File: src/ext_mode_defines.svh
// constants for the extended mode / dll configuration block
// assumes a 100 MHz command clock; included by bare name
`ifndef EXT_MODE_DEFINES_SVH
`define EXT_MODE_DEFINES_SVH

`define ADDR_W           13
`define CLK_PERIOD_NS    10
`define DLL_DISABLE_BIT  0
`define DRIVE_SEL_BIT    1
`define DLL_RESET_BIT    8
`define DLL_SETTLE_CYC   200
`define MODE_LOAD_CYC    2
`define SETTLE_CNT_W     8
`define SETTLE_CNT_ZERO  8'h00
`define SETTLE_CNT_MAX   8'hc8
`define RESERVED_MASK    13'h1ffc
`define MR_RESERVED_MASK 13'h1e80

`endif

File: src/ext_mode_pkg.sv
// types for the extended mode / dll configuration block
// no surroundings assumed
package ext_mode_pkg;

	typedef struct packed {
		logic       valid;
		logic       bank_select_bit1;
		logic       bank_select_bit0;
		logic [12:0] addr;
	} mode_load_command_s;

	typedef struct packed {
		logic dll_enable;
		logic drive_strength_select;
	} extended_config_register_s;

	typedef enum logic [2:0] {
		DLL_OFF     = 3'b001,
		DLL_WAIT_RS = 3'b010,
		DLL_LOCKED  = 3'b100
	} dll_state_e;

endpackage

File: src/ext_mode_config.sv
// extended mode register and dll control of a ddr memory device
// commands arrive already decoded on the memory clock from a controller
// What this block does
// - bank bit1 low, bit0 high loads extended register
// - settings hold until next extended load; self refresh exit changes only dll enable
// - self refresh exit re-enables dll
// - drive strength normal or reduced selectable
`timescale 1ns/1ps
`default_nettype none
`include "ext_mode_defines.svh"

module ext_mode_config #(
	parameter int unsigned SETTLE_CYC = `DLL_SETTLE_CYC,
	parameter int unsigned LOAD_CYC   = `MODE_LOAD_CYC
) (
	input  wire logic                              sys_clk_i,
	input  wire logic                              rst_n_i,
	input  wire ext_mode_pkg::mode_load_command_s  cmd_i,
	input  wire logic                              exec_cmd_i,
	input  wire logic                              self_refresh_exit_i,
	output logic                                   dll_enable_o,
	output logic                                   drive_strength_select_o,
	output logic                                   dll_locked_o,
	output logic                                   load_busy_o,
	output logic                                   early_cmd_o,
	output logic                                   reserved_write_o
);

	logic rst_meta_q;
	logic rst_sync_q;

	always_ff @(posedge sys_clk_i or negedge rst_n_i) begin
		if (!rst_n_i) begin
			rst_meta_q <= 1'b0;
			rst_sync_q <= 1'b0;
		end else begin
			rst_meta_q <= 1'b1;
			rst_sync_q <= rst_meta_q;
		end
	end

	// command decode; only mode loads travel on cmd_i
	logic ext_load;
	logic base_load;
	logic dll_rst_req;
	logic dll_rst_clr;

	always_comb begin
		ext_load    = 1'b0;
		base_load   = 1'b0;
		dll_rst_req = 1'b0;
		dll_rst_clr = 1'b0;
		if (cmd_i.valid && !cmd_i.bank_select_bit1) begin
			ext_load  = cmd_i.bank_select_bit0;
			base_load = !cmd_i.bank_select_bit0;
		end
		if (base_load) begin
			dll_rst_req = cmd_i.addr[`DLL_RESET_BIT];
			dll_rst_clr = !cmd_i.addr[`DLL_RESET_BIT];
		end
	end

	// extended configuration register
	ext_mode_pkg::extended_config_register_s ecr_q;
	ext_mode_pkg::extended_config_register_s ecr_d;

	always_comb begin
		ecr_d = ecr_q;
		if (ext_load) begin
			ecr_d.dll_enable            = !cmd_i.addr[`DLL_DISABLE_BIT];
			ecr_d.drive_strength_select = cmd_i.addr[`DRIVE_SEL_BIT];
		end
		// self refresh exit wins over a disabling load in the same cycle
		if (self_refresh_exit_i) begin
			ecr_d.dll_enable = 1'b1;
		end
	end

	always_ff @(posedge sys_clk_i or negedge rst_sync_q) begin
		if (!rst_sync_q) begin
			// normal strength, dll enabled until the first load
			ecr_q <= '{dll_enable: 1'b1, drive_strength_select: 1'b0};
		end else begin
			ecr_q <= ecr_d;
		end
	end

	// reserved bit flag, one cycle per offending load
	logic reserved_q;
	logic reserved_d;

	always_comb begin
		reserved_d = 1'b0;
		if (ext_load) begin
			reserved_d = |(cmd_i.addr & `RESERVED_MASK);
		end else if (base_load) begin
			reserved_d = |(cmd_i.addr & `MR_RESERVED_MASK);
		end
	end

	always_ff @(posedge sys_clk_i or negedge rst_sync_q) begin
		if (!rst_sync_q) begin
			reserved_q <= 1'b0;
		end else begin
			reserved_q <= reserved_d;
		end
	end

	// dll lock state
	ext_mode_pkg::dll_state_e st_q;
	ext_mode_pkg::dll_state_e st_d;
	logic                     rst_seen_q;
	logic                     rst_seen_d;
	logic                     dll_en_evt;
	logic                     settle_load;
	logic                     settle_busy;

	// any extended load that leaves the dll enabled counts as enabling it,
	// so the enabled reset default cannot skip the reset step
	assign dll_en_evt = ecr_d.dll_enable && (ext_load || !ecr_q.dll_enable);

	always_comb begin
		st_d        = st_q;
		rst_seen_d  = rst_seen_q;
		settle_load = 1'b0;
		unique case (st_q)
			ext_mode_pkg::DLL_OFF: begin
				if (self_refresh_exit_i) begin
					// dll restarts by itself, settle starts at once
					settle_load = 1'b1;
					rst_seen_d  = 1'b1;
					st_d        = ext_mode_pkg::DLL_WAIT_RS;
				end else if (dll_en_evt) begin
					rst_seen_d = 1'b0;
					st_d       = ext_mode_pkg::DLL_WAIT_RS;
				end
			end
			ext_mode_pkg::DLL_WAIT_RS: begin
				if (!ecr_d.dll_enable) begin
					rst_seen_d = 1'b0;
					st_d       = ext_mode_pkg::DLL_OFF;
				end else if (dll_rst_req) begin
					settle_load = 1'b1;
					rst_seen_d  = 1'b1;
				end else if (rst_seen_q && !settle_busy && dll_rst_clr) begin
					// lock needs a reset, the full settle and the reset bit cleared
					rst_seen_d = 1'b0;
					st_d       = ext_mode_pkg::DLL_LOCKED;
				end
			end
			ext_mode_pkg::DLL_LOCKED: begin
				if (!ecr_d.dll_enable) begin
					st_d = ext_mode_pkg::DLL_OFF;
				end else if (dll_rst_req) begin
					settle_load = 1'b1;
					rst_seen_d  = 1'b1;
					st_d        = ext_mode_pkg::DLL_WAIT_RS;
				end
			end
		endcase
	end

	always_ff @(posedge sys_clk_i or negedge rst_sync_q) begin
		if (!rst_sync_q) begin
			st_q       <= ext_mode_pkg::DLL_OFF;
			rst_seen_q <= 1'b0;
		end else begin
			st_q       <= st_d;
			rst_seen_q <= rst_seen_d;
		end
	end

	settle_counter #(
		.WIDTH(`SETTLE_CNT_W)
	) u_settle (
		.sys_clk_i (sys_clk_i),
		.rst_n_i   (rst_sync_q),
		.load_i    (settle_load),
		.load_val_i(`SETTLE_CNT_W'(SETTLE_CYC)),
		.busy_o    (settle_busy)
	);

	// gap after a mode load, and commands that break it or the settle
	logic [1:0] gap_q;
	logic [1:0] gap_d;
	logic       early_q;
	logic       early_d;

	always_comb begin
		gap_d   = (gap_q != 2'h0) ? gap_q - 2'h1 : 2'h0;
		early_d = 1'b0;
		if (gap_q != 2'h0 && (cmd_i.valid || exec_cmd_i)) begin
			early_d = 1'b1;
		end
		if (settle_busy && exec_cmd_i) begin
			early_d = 1'b1;
		end
		// a load restarts the gap even if it came too early itself
		if (ext_load || base_load) begin
			gap_d = 2'(LOAD_CYC - 1);
		end
	end

	always_ff @(posedge sys_clk_i or negedge rst_sync_q) begin
		if (!rst_sync_q) begin
			gap_q   <= 2'h0;
			early_q <= 1'b0;
		end else begin
			gap_q   <= gap_d;
			early_q <= early_d;
		end
	end

	assign dll_enable_o            = ecr_q.dll_enable;
	assign drive_strength_select_o = ecr_q.drive_strength_select;
	assign dll_locked_o            = (st_q == ext_mode_pkg::DLL_LOCKED);
	assign load_busy_o             = (gap_q != 2'h0) || settle_busy;
	assign early_cmd_o             = early_q;
	assign reserved_write_o        = reserved_q;

endmodule
`default_nettype wire

File: src/settle_counter.sv
// down counter that marks the dll settling window
// same clock and synchronised reset as the parent
`timescale 1ns/1ps
`default_nettype none
`include "ext_mode_defines.svh"

module settle_counter #(
	parameter int unsigned WIDTH = `SETTLE_CNT_W
) (
	input  wire logic             sys_clk_i,
	input  wire logic             rst_n_i,
	input  wire logic             load_i,
	input  wire logic [WIDTH-1:0] load_val_i,
	output logic                  busy_o
);

	logic [WIDTH-1:0] cnt_q;
	logic [WIDTH-1:0] cnt_d;

	always_comb begin
		cnt_d = cnt_q;
		if (load_i) begin
			cnt_d = load_val_i;
		end else if (cnt_q != '0) begin
			cnt_d = cnt_q - WIDTH'(1);
		end
	end

	always_ff @(posedge sys_clk_i or negedge rst_n_i) begin
		if (!rst_n_i) begin
			cnt_q <= '0;
		end else begin
			cnt_q <= cnt_d;
		end
	end

	assign busy_o = (cnt_q != '0);

endmodule
`default_nettype wire

File: config.mk
export PLATFORM = sky130hd
export DESIGN_NAME = ext_mode_config
export DESIGN_NICKNAME = d
export VERILOG_FILES = /design/src/ext_mode_pkg.sv /design/src/ext_mode_config.sv /design/src/settle_counter.sv
export VERILOG_INCLUDE_DIRS = /design/src
export SDC_FILE = /design/constraint.sdc
export NUM_CORES = 1
export LEC_CHECK = 0
export CAP_MARGIN = 20
export CORE_UTILIZATION = 52
export CTS_CLUSTER_SIZE = 28
export DETAILED_ROUTE_END_ITERATION = 7
export DONT_BUFFER_PORTS = 1
export GPL_TIMING_DRIVEN = 1
export PLACE_DENSITY = 0.67
export RECOVER_POWER = 50
export SYNTH_ARGS = -nofsm -noshare
export SYNTH_HDL_FRONTEND = slang
export SYNTH_SLANG_ARGS = --single-unit
File: constraint.sdc
create_clock -name sys_clk_i -period 2.3 [get_ports sys_clk_i]
set_input_delay 0.46 -clock sys_clk_i [delete_from_list [all_inputs] [get_ports sys_clk_i]]
set_output_delay 0.46 -clock sys_clk_i [all_outputs]
set_load 0.005 [all_outputs]
Yosys cells after proc, flatten, opt, wreduce, memory -nomap -nowiden:

Index checks and enable logic that the tools add are counted.

* flip-flop bits (word level): 20
* bits of input ports: 20
* output and inout port bits: 6
* word-level logic and storage cells: 80

* add/sub/neg operators: 2
* equality and inequality tests: 10
* mux-type cells: 34
* reduce and logical (&&, ||, !) cells: 24

Operators by type and width (number)
* $mux 3: 7
* $mux 1: 19
* $mux 8: 2
* $ne 3x3->1 const B: 4
* $reduce_or 11->1: 1
* $pmux 3 s3: 1
* $reduce_and 4->1: 2
* $reduce_bool 8->1: 1
* $sub 8x1->8 const B: 1
* $logic_and 1x1->1: 6
* $logic_not 1->1: 6
* $mux 2: 3
* $reduce_or 5->1: 1
* $logic_or 1x1->1: 4
* $ne 2x1->1 const B: 2
* $ne 4x4->1 const B: 1
* $reduce_bool 2->1: 2
* $eq 3x1->1 const B: 1
* $eq 3x2->1 const B: 1
* $eq 3x3->1 const B: 1
* $pmux 1 s3: 1
* $pmux 1 s2: 1
* $reduce_or 2->1: 1
* $sub 2x1->2 const B: 1

Logic depth before layout (Yosys ltp):

Gate-level depths: netlist of the first run.

* depth after elaboration: 9
* depth in mapped cells: 6
* gate-level depth less buffers: 6

Cells and area by module:

From an unflattened synthesis of the first run, not the netlist that was laid out.

* cell total of the unflattened synthesis: 115
* area total of the unflattened synthesis: 1102.3 µm²

Modules (own cells, without submodules)
* ext_mode_config: times used 1, cells each 60, area an instance 611.8 µm², sequential area each 302.8 µm²
* settle_counter: times used 1, cells each 55, area an instance 490.5 µm², sequential area each 200.2 µm²

Worst setup path after synthesis of the first run:

OpenSTA, ideal clock, no wires.

* path kind: reg-to-output
* start point: register u_settle.cnt_q[0]
* end point: output load_busy_o
* arrival: 1.450 ns
* data required time: 1.840 ns
* path slack: 0.390 ns
* stages on the path, launching flop included: 6
* buffers on the path: 0
* cells stage by stage: dfrtp_1 inv_1 ha_1 nor4b_4 nand2_2 or3_1

* cells in the longest elaborated chain, start to end: 2

Ends and longest elaborated chain
* start, declared: RTL line settle_counter.sv:17 `logic [WIDTH-1:0] cnt_q;`
* start signal, assigned: RTL line settle_counter.sv:33 `cnt_q <= cnt_d;`
* $reduce_bool 8->1: RTL line settle_counter.sv:37 `assign busy_o = (cnt_q != '0);`
* $logic_or 1x1->1: RTL line ext_mode_config.sv:217 `assign load_busy_o = (gap_q != 2'h0) || settle_busy;`
* end, declared: RTL line ext_mode_config.sv:24 `output logic load_busy_o,`

Every way passes these cells.

Final worst setup path of the first run:

Ends and elaborated chain as after synthesis.

==> results of run 1 <==
[synthesized netlist by cell type, types with 2 or more instances]
master	instances	share of area (%)
mux2i_1	2	1.9
nand2b_1	4	2.4
nor2b_1	3	1.8
ha_1	2	2.4
nor3b_1	3	2.1
dfstp_2	2	5.0
or4_1	3	2.1
o22ai_1	2	1.2
nor2_1	8	2.9
nand3_1	2	0.95
and3_1	2	1.2
a211oi_1	3	2.1
nand2_1	4	1.4
mux2_2	3	3.2
a21oi_1	3	1.4
o21ai_0	7	3.3
inv_1	6	2.1
dfrtp_1	18	43
xnor2_1	3	2.5
[per-stage QoR]
stage / area (sq um) / setup slack [ns] / hold slack [ns]
after floorplan: 1050 / 0.390 / 0.164
after global placement: 1110 / 0.365 / 0.164
after detailed placement: 1110 / 0.323 / 0.164
after CTS: 1150 / 0.225 / 0.261
after global routing: 1150 / 0.141 / 0.252
final: 1150 / 0.240 / 0.263
[layout make-up]
cell class              instances  area [sq um]  area share [%]
multi-input cells              73           528            45.9
flip-flops and latches         20           503            43.7
repair buffers                  5          40.0            3.48
well taps                      25          31.3            2.72
clock buffers                   4          26.3            2.28
inverters                       6          22.5            1.96
[layer usage]
metal / vias to the layer above / track usage, % / routed length (um)
met2: 25 / 33.6 / 919
met5: - / 0 / 0
li1: 379 / - / -
met1: 347 / 31.9 / 970
met4: 0 / 8.57 / 38
met3: 4 / 5.00 / 114
[worst max path at each step]
| stage | endpoint | slack [ns] | cells after the start |
|---|---|---|---|
| after floorplan | load_busy_o | 0.39 | 5 |
| after global placement | load_busy_o | 0.37 | 5 |
| after detailed placement | load_busy_o | 0.32 | 5 |
| after CTS | load_busy_o | 0.22 | 5 |
| after global routing | load_busy_o | 0.14 | 5 |
| final | load_busy_o | 0.24 | 5 |
[power by group through the flow]
stage	Sequential, mW	Combinational [mW]	Clock (mW)
6_report	0.563	0.357	0.170
5_1_grt	0.579	0.405	0.186
4_1_cts	0.563	0.362	0.173
3_5_place_dp	0.569	0.356	0
3_3_place_gp	0.561	0.344	0
2_1_floorplan	0.541	0.283	0
[sequential cells by signal, indices dropped and copies added (netlist names)]
name and flops:
u_settle.cnt_q 8, reserved_write_o 1, drive_strength_select_o 1, st_q 3, rst_seen_q 1, rst_meta_q 1, early_cmd_o 1, gap_q 2
rst_sync_q 1, dll_enable_o 1
[cell usage in the layout (no fill, tap or decap), types with 3 or more instances in the layout]
master,Yosys,routed
dfrtp_1,18,18
nor2_1,8,8
o21ai_0,7,7
inv_1,6,6
nand2b_1,4,4
nand2_1,4,4
buf_4,0,4
nor2b_1,3,3
mux2_2,3,3
or4_1,3,3
nor3b_1,3,3
a21oi_1,3,3
a211oi_1,3,3
xnor2_1,3,3
clkbuf_4,0,3
[worst max-delay path, cell delays in order (launching register included)]
cell     delay, ns
dfrtp_1       0.42
inv_1         0.09
ha_1          0.14
nor4b_4       0.24
nand2_2       0.07
or3_1         0.34
[what timing repair did]
action,in CTS,in global routing
hold buffers,1,0
endpoints found under the hold margin,2,0
setup endpoints to repair,1,0
gates resized for setup,0,0
buffers inserted,1,0
[logic make-up after synthesis]
group | after synthesis | synth area share (%)
DFF | 20 | 47.7
and+or+nand+nor | 40 | 24.6
muxes | 5 | 5.11
xor gates and xnor gates | 3 | 2.49
other | 1 | 0.356
AOI/OAI and AO/OA | 22 | 15.2
buffers and inverters | 6 | 2.14
adders and majority gates | 2 | 2.37
==> out/metrics.yaml, run 1 <==
status:
  outcome: "finished clean"
route:
  vias: 755
  ant_nets: 0
  viasPerCell: 5.68
  drc: 0
  drt_iter0_drc: 7
  wl_um: 2040
  wl_per_cell_um: 15.4
  firstDrtPassIters: 4
power:
  power.internal_uw: 695
  finalPower_mw: 1.09
  p_sw_share_pct: 36.2
  combPwrFrac_pct: 32.7
  power.switching_uw: 394
  p_leak_nw: 0.468
  power_frac_clock_pct: 15.6
  p_per_area_nw_per_um2: 946
  irDropWorstVdd_uv: 716
  seqPwrFrac_pct: 51.7
worst_setup_path:
  worstSetupEndpointType: "primary output"
  worstPathMaxFanout: 3
  crit_start: "u_settle.cnt_q[0]$_DFFE_PN0P_"
  regToRegSetupSlack_ns: 0.67
  crit-reg2reg-launch: "u_settle.cnt_q[0]$_DFFE_PN0P_"
  worstPathArrival_ns: 1.60
  crit_type: "flop to primary output"
  r2r_cells: 7
  r2r_end: "st_q[1]$_DFFE_PN0P_"
  required_ns: 1.84
  start_kind: "flop"
place:
  dp.cells: 127
  hpwl_um: 1580
  portBuffers: 0
  gp_congestion: 0.759
clock_network:
  clkSinkCount: 20
  htreeDepth: 1
  clk_pin_slew_worst_paths_ns: 0.11
  cts_buffers: 3
  cts_root_buf: "clkbuf_4"
  cts_tree: "done"
  clkLatencyLatePin_ns: 0.30
  cts_buffer_depth: 2
layout:
  final_util_pct: 63.2
  diodes: 0
  drive_gt1_share_pct: 16.7
  layout.cells.non_filler: 133
  fillers: 152
  nets: 131
  area_growth_pct: 9.26
sta:
  maxSlewViolCount: 0
  period_minus_slack_ns: 2.06
  setup_viol: 0
  tightest_slew_ns: 0.689
  finalCritPeriodShare_pct: 89.6
  finClkSkew_ns: 0.00156
  tns_ns: 0
  max_slew_margin_pct: 54.1
  max_freq_ghz: 0.485
  hold_viol: 0
  rsz0062_at_grt: "false"
global_routing:
  grt_overflow: 0
  grt_max_degree: 19
  grt_pass1_vias: 753
  antenna_found_initial: 0
  grt_first_pass_wirelength_um: 3370
  grt_usage_pct: 22.4
synth:
  ys_seq_area_share_pct: 47.7
  synth_warnings: 0
  netlist_instances: 99
  synth_cell_type_count: 38
  avgSynthCellArea_sq_um: 10.6
  syn_nets: 121
  synth_edf_count: 0
  synth_area_sq_um: 1050
  ys.flop_type: "dfrtp_1"
  ys_seq_elements: 20
  ys_async_sr_fraction_pct: 100
floorplanning:
  std_cell_rows: 15
  die_x_um: 47.0
  start_util_pct: 57.9
  die_area_sq_um: 2210
  core_sq_um: 1820
  ios: 26
  die_h_um: 47.0
worst_hold_path:
  min-delay-path-class: "primary input to flop"
  min_from: "exec_cmd_i"
  whs_path_depth: 2
  hold_end: "early_cmd_o$_DFF_PN0_"
job:
  maxCapViolCount: 0
Note: power is estimated with default switching activity, not from simulation.
==> run 2: changes to the inputs <==
CORE_ASPECT_RATIO = 0.7   (was not set)
SYNTH_HIERARCHICAL = 1   (was not set)
==> out/metrics.yaml, run 2 <==
status:
  outcome: "finished clean"
synth:
  synth_edf_count: 0  # unchanged
  ys.flop_type: "dfrtp_1"
  ys_seq_elements: 20  # unchanged
  netlist_instances: 115  # +16%
  ys_async_sr_fraction_pct: 100  # unchanged
  avgSynthCellArea_sq_um: 9.59  # -9.9%
  synth_cell_type_count: 42  # +11%
  synthTopCellsByCount: "18 x dfrtp_1, 11 x nand2_1, 10 x nor2_1"
  synth_area_sq_um: 1100  # +4.6%
  synth_warnings: 6  # +6
  synthTopCellsByArea: "dfrtp_1 41%, dfstp_2 4.8%, o31ai_1 4.1%"
  synth_top_area_share_pct: 40.9  # -1.9 points
  ys_seq_area_share_pct: 45.6  # -2.1 points
  yosysTopAreaCell: "dfrtp_1"
  synth.most_common_cell: "dfrtp_1"
worst_setup_path:
  cp-endpoint: "load_busy_o"
  r2r_cells: 7  # unchanged
  r2r_end: "rst_seen_q$_DFFE_PN0P_"
  worstPathMaxFanout: 4  # +1
  crit_family: "simple AND/OR/NAND/NOR gates"
  start_kind: "flop"
  critical_path.slowest_cell: "or4_4"
  worstPathArrival_ns: 1.84  # +0.24 ns
  required_ns: 1.84  # about the same
  slowest_delay_ns: 0.56  # +0.14 ns
  crit-reg2reg-launch: "u_settle/cnt_q[2]$_DFFE_PN0P_"
  worstSetupEndpointType: "primary output"
  cp.buffers_inverters: 1  # unchanged
  cp_num_cells: 4  # -1
  regToRegSetupSlack_ns: 0.41  # -0.26 ns
  crit_type: "flop to primary output"
  crit_start: "u_settle/cnt_q[2]$_DFFE_PN0P_"
  crit_chain: "or4_4, nor2_4, inv_2, or3_4"
floorplanning:
  ios: 26  # unchanged
  std_cell_rows: 13  # -2
  core_sq_um: 1920  # +5.4%
  die_h_um: 40.5  # -14%
  die_area_sq_um: 2310  # +4.6%
  start_util_pct: 57.4  # -0.44 points
  die_x_um: 57.0  # +21%
sta:
  max_freq_ghz: 0.436  # -10%
  tightest_slew_ns: 0.775  # +0.0858 ns
  finClkSkew_ns: 0.00294  # +0.00137 ns
  rsz0062_at_grt: "true"
  setup_viol: 0  # unchanged
  max_slew_margin_pct: 47.9  # -6.2 points
  period_minus_slack_ns: 2.30  # +0.236 ns
  hold_viol: 0  # unchanged
  fin_hold_ws_ns: 0.268  # +0.00539 ns
  finalCritPeriodShare_pct: 99.8  # +10 points
  maxSlewViolCount: 0  # unchanged
layout:
  largest_register: "u_settle/cnt_q"
  diodes: 0  # unchanged
  largest_reg_flops: 8  # unchanged
  layout_common_cells: "17 x dfrtp_1, 11 x nand2_1, 9 x nor2_1, 9 x conb_1, 8 x buf_4"
  nets: 157  # +20%
  layout_commonest_cell: "dfrtp_1"
  largest_registers: "u_settle/cnt_q (8), st_q (3), gap_q (2)"
  final_cell_area_sq_um: 1290  # +13%
  layout.cells.non_filler: 156  # +17%
  drive_gt1_share_pct: 20.1  # +3.5 points
  final_util_pct: 67.5  # +4.2 points
  fillers: 164  # +7.9%
  area_growth_pct: 17.5
power:
  seqPwrFrac_pct: 38.1  # -14 points
  power_frac_clock_pct: 19.8  # +4.2 points
  p_per_area_nw_per_um2: 1140  # +20%
  finalPower_mw: 1.48  # +35%
  p_leak_nw: 0.559  # +19%
  irDropWorstVdd_uv: 780  # +9.0%
  power.switching_uw: 547  # +39%
  p_sw_share_pct: 37.1  # +0.89 points
  combPwrFrac_pct: 42.0  # +9.3 points
  power.internal_uw: 929  # +34%
place:
  portBuffers: 0  # unchanged
  placed_area_sq_um: 1180  # +6.8%
  dp.cells: 147  # +16%
  hpwl_um: 1750  # +11%
  gp_congestion: 0.894  # +18%
clock_network:
  clkSinkCount: 20  # unchanged
  cts_buffer_depth: 2  # unchanged
  cts_root_buf: "clkbuf_4"
  cts_buffers: 3  # unchanged
  clkLatencyLatePin_ns: 0.31  # about the same
  htreeDepth: 1  # unchanged
  clk_pin_slew_worst_paths_ns: 0.12  # about the same
  cts_tree: "done"
route:
  drt_iter0_drc: 26  # +19
  drc: 0  # unchanged
  viasPerCell: 5.87  # +3.3%
  vias: 915  # +21%
  wl_per_cell_um: 15.8  # +2.9%
  ant_nets: 0  # unchanged
  firstDrtPassIters: 4  # unchanged
  wl_um: 2460  # +21%
job:
  maxCapViolCount: 0  # unchanged
global_routing:
  grt_overflow: 0  # unchanged
  grt_usage_pct: 24.2  # +1.8 points
  grt_first_pass_wirelength_um: 3880  # +15%
  grt_max_degree: 19  # unchanged
  antenna_found_initial: 0  # unchanged
  grt_pass1_vias: 825  # +9.6%
worst_hold_path:
  min-delay-path-class: "primary input to flop"
## run 2: changes by cell type in the layout (fill, tap and decap cells not counted), moves of 4 or more
cell,before,now
nand2_1,4,11
buf_4,4,8
conb_1,1,9
o31ai_1,1,6
inv_2,0,4
## run 2: kinds of logic after synthesis
family,share of synthesized area [%]
compound gates,17.9
xor+xnor,2.38
fa+ha+maj,2.27
buf+inv,3.40
flops,45.6
mux,1.02
other cells,0.681
simple gates,26.7
## run 2: final cells by class
type	count	area [sq um]	area share (%)
inverter	9	33.8	2.61
timing repair buffer	9	70.1	5.41
sequential	20	504	38.9
multi-input combinational	92	607	46.9
clock buffer	3	22.5	1.74
clock inverter	1	30.0	2.32
tap	22	27.5	2.13
## run 2: worst reg2reg max path, delay by kind of cell (launching register included)
family	cells	cell delay (ns)
flops	1	0.43
simple gates	3	0.89
compound gates	2	0.36
buf+inv	2	0.12
## run 2: per-layer routing
metal  global-route usage [%]  wire (um)  up-vias
met1                     34.0       1250      437
met5                        0          0        -
met4                     6.10          8        0
li1                         -          -      455
met2                     35.3       1060       21
met3                     9.03        152        2
## run 2: what timing repair did
action,in CTS,in global routing
endpoints found under the setup margin,1,1
hold buffers,1,0
buffers inserted,4,0
resized for setup,11,0
pin swaps,2,0
endpoints found under the hold margin,2,0
## run 2: through the flow
step                TNS (ns)  worst slack, ns
finish                     0          0.00400
global route         -0.0677          -0.0677
CTS                        0          0.00575
detailed placement         0           0.0893
global placement           0            0.161
floorplan                  0            0.134
## run 2: worst min path at each step
stage,start,end,slack (ns),cells after the start
floorplan,rst_n_i,rst_meta_q$_DFF_PN0_,0.16,0
global placement,rst_n_i,rst_meta_q$_DFF_PN0_,0.16,0
detailed placement,rst_n_i,rst_meta_q$_DFF_PN0_,0.16,0
CTS,self_refresh_exit_i,dll_enable_o$_DFF_PN1_,0.25,2
global route,exec_cmd_i,early_cmd_o$_DFF_PN0_,0.26,2
finish,exec_cmd_i,early_cmd_o$_DFF_PN0_,0.27,2
## run 2: power by group through the flow
stage,Combinational [mW],Clock (mW),Sequential [mW]
after floorplan,0.369,0,0.555
after global placement,0.485,0,0.564
after detailed placement,0.505,0,0.572
after CTS,0.606,0.294,0.557
after global routing,0.687,0.311,0.578
final,0.620,0.293,0.563
==> run 3: changes to the inputs <==
==> constraint.sdc (replaced) <==
create_clock -name sys_clk_i -period 2.5 [get_ports sys_clk_i]
set_input_delay 0.125 -clock sys_clk_i [delete_from_list [all_inputs] [get_ports sys_clk_i]]
set_output_delay 0.125 -clock sys_clk_i [all_outputs]
set_load 0.005 [all_outputs]
==> out/metrics.yaml, run 3 (same netlist as run 2, synthesis figures left out) <==
route:
  drc: 0  # unchanged
  wl_um: 2460  # -0.28%
  firstDrtPassIters: 4  # unchanged
  viasPerCell: 5.88  # +0.33%
  wl_per_cell_um: 15.8  # -0.28%
  vias: 918  # +0.33%
  ant_nets: 0  # unchanged
  drt_iter0_drc: 39  # +50%
sta:
  rsz0062_at_grt: "false"
  finalCritPeriodShare_pct: 95.6
  setup_viol: 0  # unchanged
  tns_ns: 0  # unchanged
  maxSlewViolCount: 0  # unchanged
  period_minus_slack_ns: 2.39
  finClkSkew_ns: 0.00717  # +0.00423 ns
  hold_viol: 0  # unchanged
  max_freq_ghz: 0.418
  tightest_slew_ns: 0.797  # +0.0224 ns
  fin_hold_ws_ns: 0.0251  # -0.243 ns
  max_slew_margin_pct: 46.4  # -1.5 points
layout:
  fillers: 186  # +13%
  area_growth_pct: 13.7
  register_area_sq_um: 503  # -0.25%
  final_util_pct: 65.3  # -2.2 points
  final_cell_area_sq_um: 1250  # -3.2%
  largest_register: "u_settle/cnt_q"
  largest_reg_flops: 8  # unchanged
  largest_registers: "u_settle/cnt_q (8), st_q (3), gap_q (2)"
  layout_commonest_cell: "dfrtp_1"
  layout_common_cells: "18 x dfrtp_1, 11 x nand2_1, 10 x nor2_1, 9 x conb_1"
  drive_gt1_share_pct: 8.21  # -12 points
  diodes: 0  # unchanged
  multi_input_area_sq_um: 576  # -5.2%
  nets: 157  # unchanged
clock_network:
  cts_resized: 0  # -11
  cts_buffer_depth: 2  # unchanged
  cts_hold_buf: 8  # +7
  clk_pin_slew_worst_paths_ns: 0.11  # about the same
  post_cts.repair.setup_buffers: 0  # -4
  cts_tree: "done"
  cts_buffers: 3  # unchanged
  cts_root_buf: "clkbuf_4"
  clkSinkCount: 20  # unchanged
  clkLatencyLatePin_ns: 0.31  # about the same
  htreeDepth: 1  # unchanged
place:
  hpwl_um: 1790  # +2.2%
  portBuffers: 0  # unchanged
  gp_congestion: 0.815  # -8.9%
  placed_area_sq_um: 1160  # -1.9%
floorplanning:
  die_h_um: 40.5  # unchanged
  ios: 26  # unchanged
  die_x_um: 57.0  # unchanged
  die_area_sq_um: 2310  # unchanged
  core_sq_um: 1920  # unchanged
  start_util_pct: 57.4  # unchanged
  std_cell_rows: 13  # unchanged
worst_setup_path:
  critical_path.slowest_cell: "dlygate4sd3_1"
  start_kind: "flop"
  slowest_delay_ns: 0.55  # about the same
  crit-reg2reg-launch: "u_settle/cnt_q[0]$_DFFE_PN0P_"
  crit_type: "flop to flop"
  r2r_cells: 8  # +1
  required_ns: 2.69  # +0.85 ns
  worstPathMaxFanout: 6  # +2
  r2r_end: "early_cmd_o$_DFF_PN0_"
  regToRegSetupSlack_ns: 0.11  # -0.30 ns
  worstSetupEndpointType: "flop"
  worstPathArrival_ns: 2.58  # +0.74 ns
  crit_chain: "inv_1, ha_1, or3b_2, nor2_1, inv_1, nand2_1, nand2_1, dlygate4sd3_1"
global_routing:
  grt_usage_pct: 24.5  # +0.33 points
  grt_first_pass_wirelength_um: 3910  # +0.72%
  antenna_found_initial: 0  # unchanged
  grt_max_degree: 19  # unchanged
  grt_pass1_vias: 835  # +1.2%
  grt_overflow: 0  # unchanged
power:
  p_leak_nw: 0.540  # -3.5%
  p_per_area_nw_per_um2: 903  # -21%
  irDropWorstVdd_uv: 499  # -36%
worst_hold_path:
  hold_end: "st_q[0]$_DFFE_PN1P_"
  min_from: "cmd_i[0]"
  whs_path_depth: 2  # unchanged
  min-delay-path-class: "primary input to flop"
status:
  outcome: "finished clean"
job:
  maxCapViolCount: 0  # unchanged
==> run 3: stage by stage <==
stage | setup WS (ns) | total power [mW] | std cells
4_1_cts | 0.131 | 1.13 | 156
3_5_place_dp | 0.231 | 0.957 | 144
5_1_grt | 0.0192 | 1.21 | 156
6_report | 0.110 | 1.13 | 156
3_3_place_gp | 0.362 | 0.943 | 144
2_1_floorplan | 0.440 | 0.850 | 122
==> run 3: area by class of cell <==
class / count / area share [%]
Clock buffer: 4 / 2.10
Sequential cell: 20 / 40.1
Timing Repair Buffer: 9 / 6.99
Inverter: 9 / 2.69
Tap cell: 22 / 2.20
Multi-Input combinational cell: 92 / 45.9
==> run 3: worst max-delay path, delay by kind of cell (launching register included) <==
family,cells,cell delay [ns]
buf+inv,3,0.79
simple gates,4,0.84
flops,1,0.45
fa+ha+maj,1,0.19
==> run 3: routing by layer <==
layer / wire length (um) / track usage (%)
met1: 1200 / 33.2
met2: 1060 / 38.5
met3: 175 / 7.74
met4: 19 / 7.32
met5: 0 / 0
==> run 3: how the worst max path moves through the flow <==
stage | start | endpoint | slack, ns | depth (start not counted)
final | u_settle/cnt_q[0]$_DFFE_PN0P_ | early_cmd_o$_DFF_PN0_ | 0.11 | 8
after global routing | u_settle/cnt_q[0]$_DFFE_PN0P_ | early_cmd_o$_DFF_PN0_ | 0.02 | 8
after CTS | u_settle/cnt_q[0]$_DFFE_PN0P_ | load_busy_o | 0.13 | 6
after detailed placement | u_settle/cnt_q[0]$_DFFE_PN0P_ | rst_seen_q$_DFFE_PN0P_ | 0.23 | 9
after global placement | u_settle/cnt_q[0]$_DFFE_PN0P_ | rst_seen_q$_DFFE_PN0P_ | 0.36 | 9
after floorplan | u_settle/cnt_q[0]$_DFFE_PN0P_ | rst_seen_q$_DFFE_PN0P_ | 0.44 | 9
==> run 3: where the power goes <==
group	internal (mW)	switching [mW]
sequential	0.419	0.122
clock	0.0624	0.0968
combinational	0.208	0.224
total	0.689	0.443
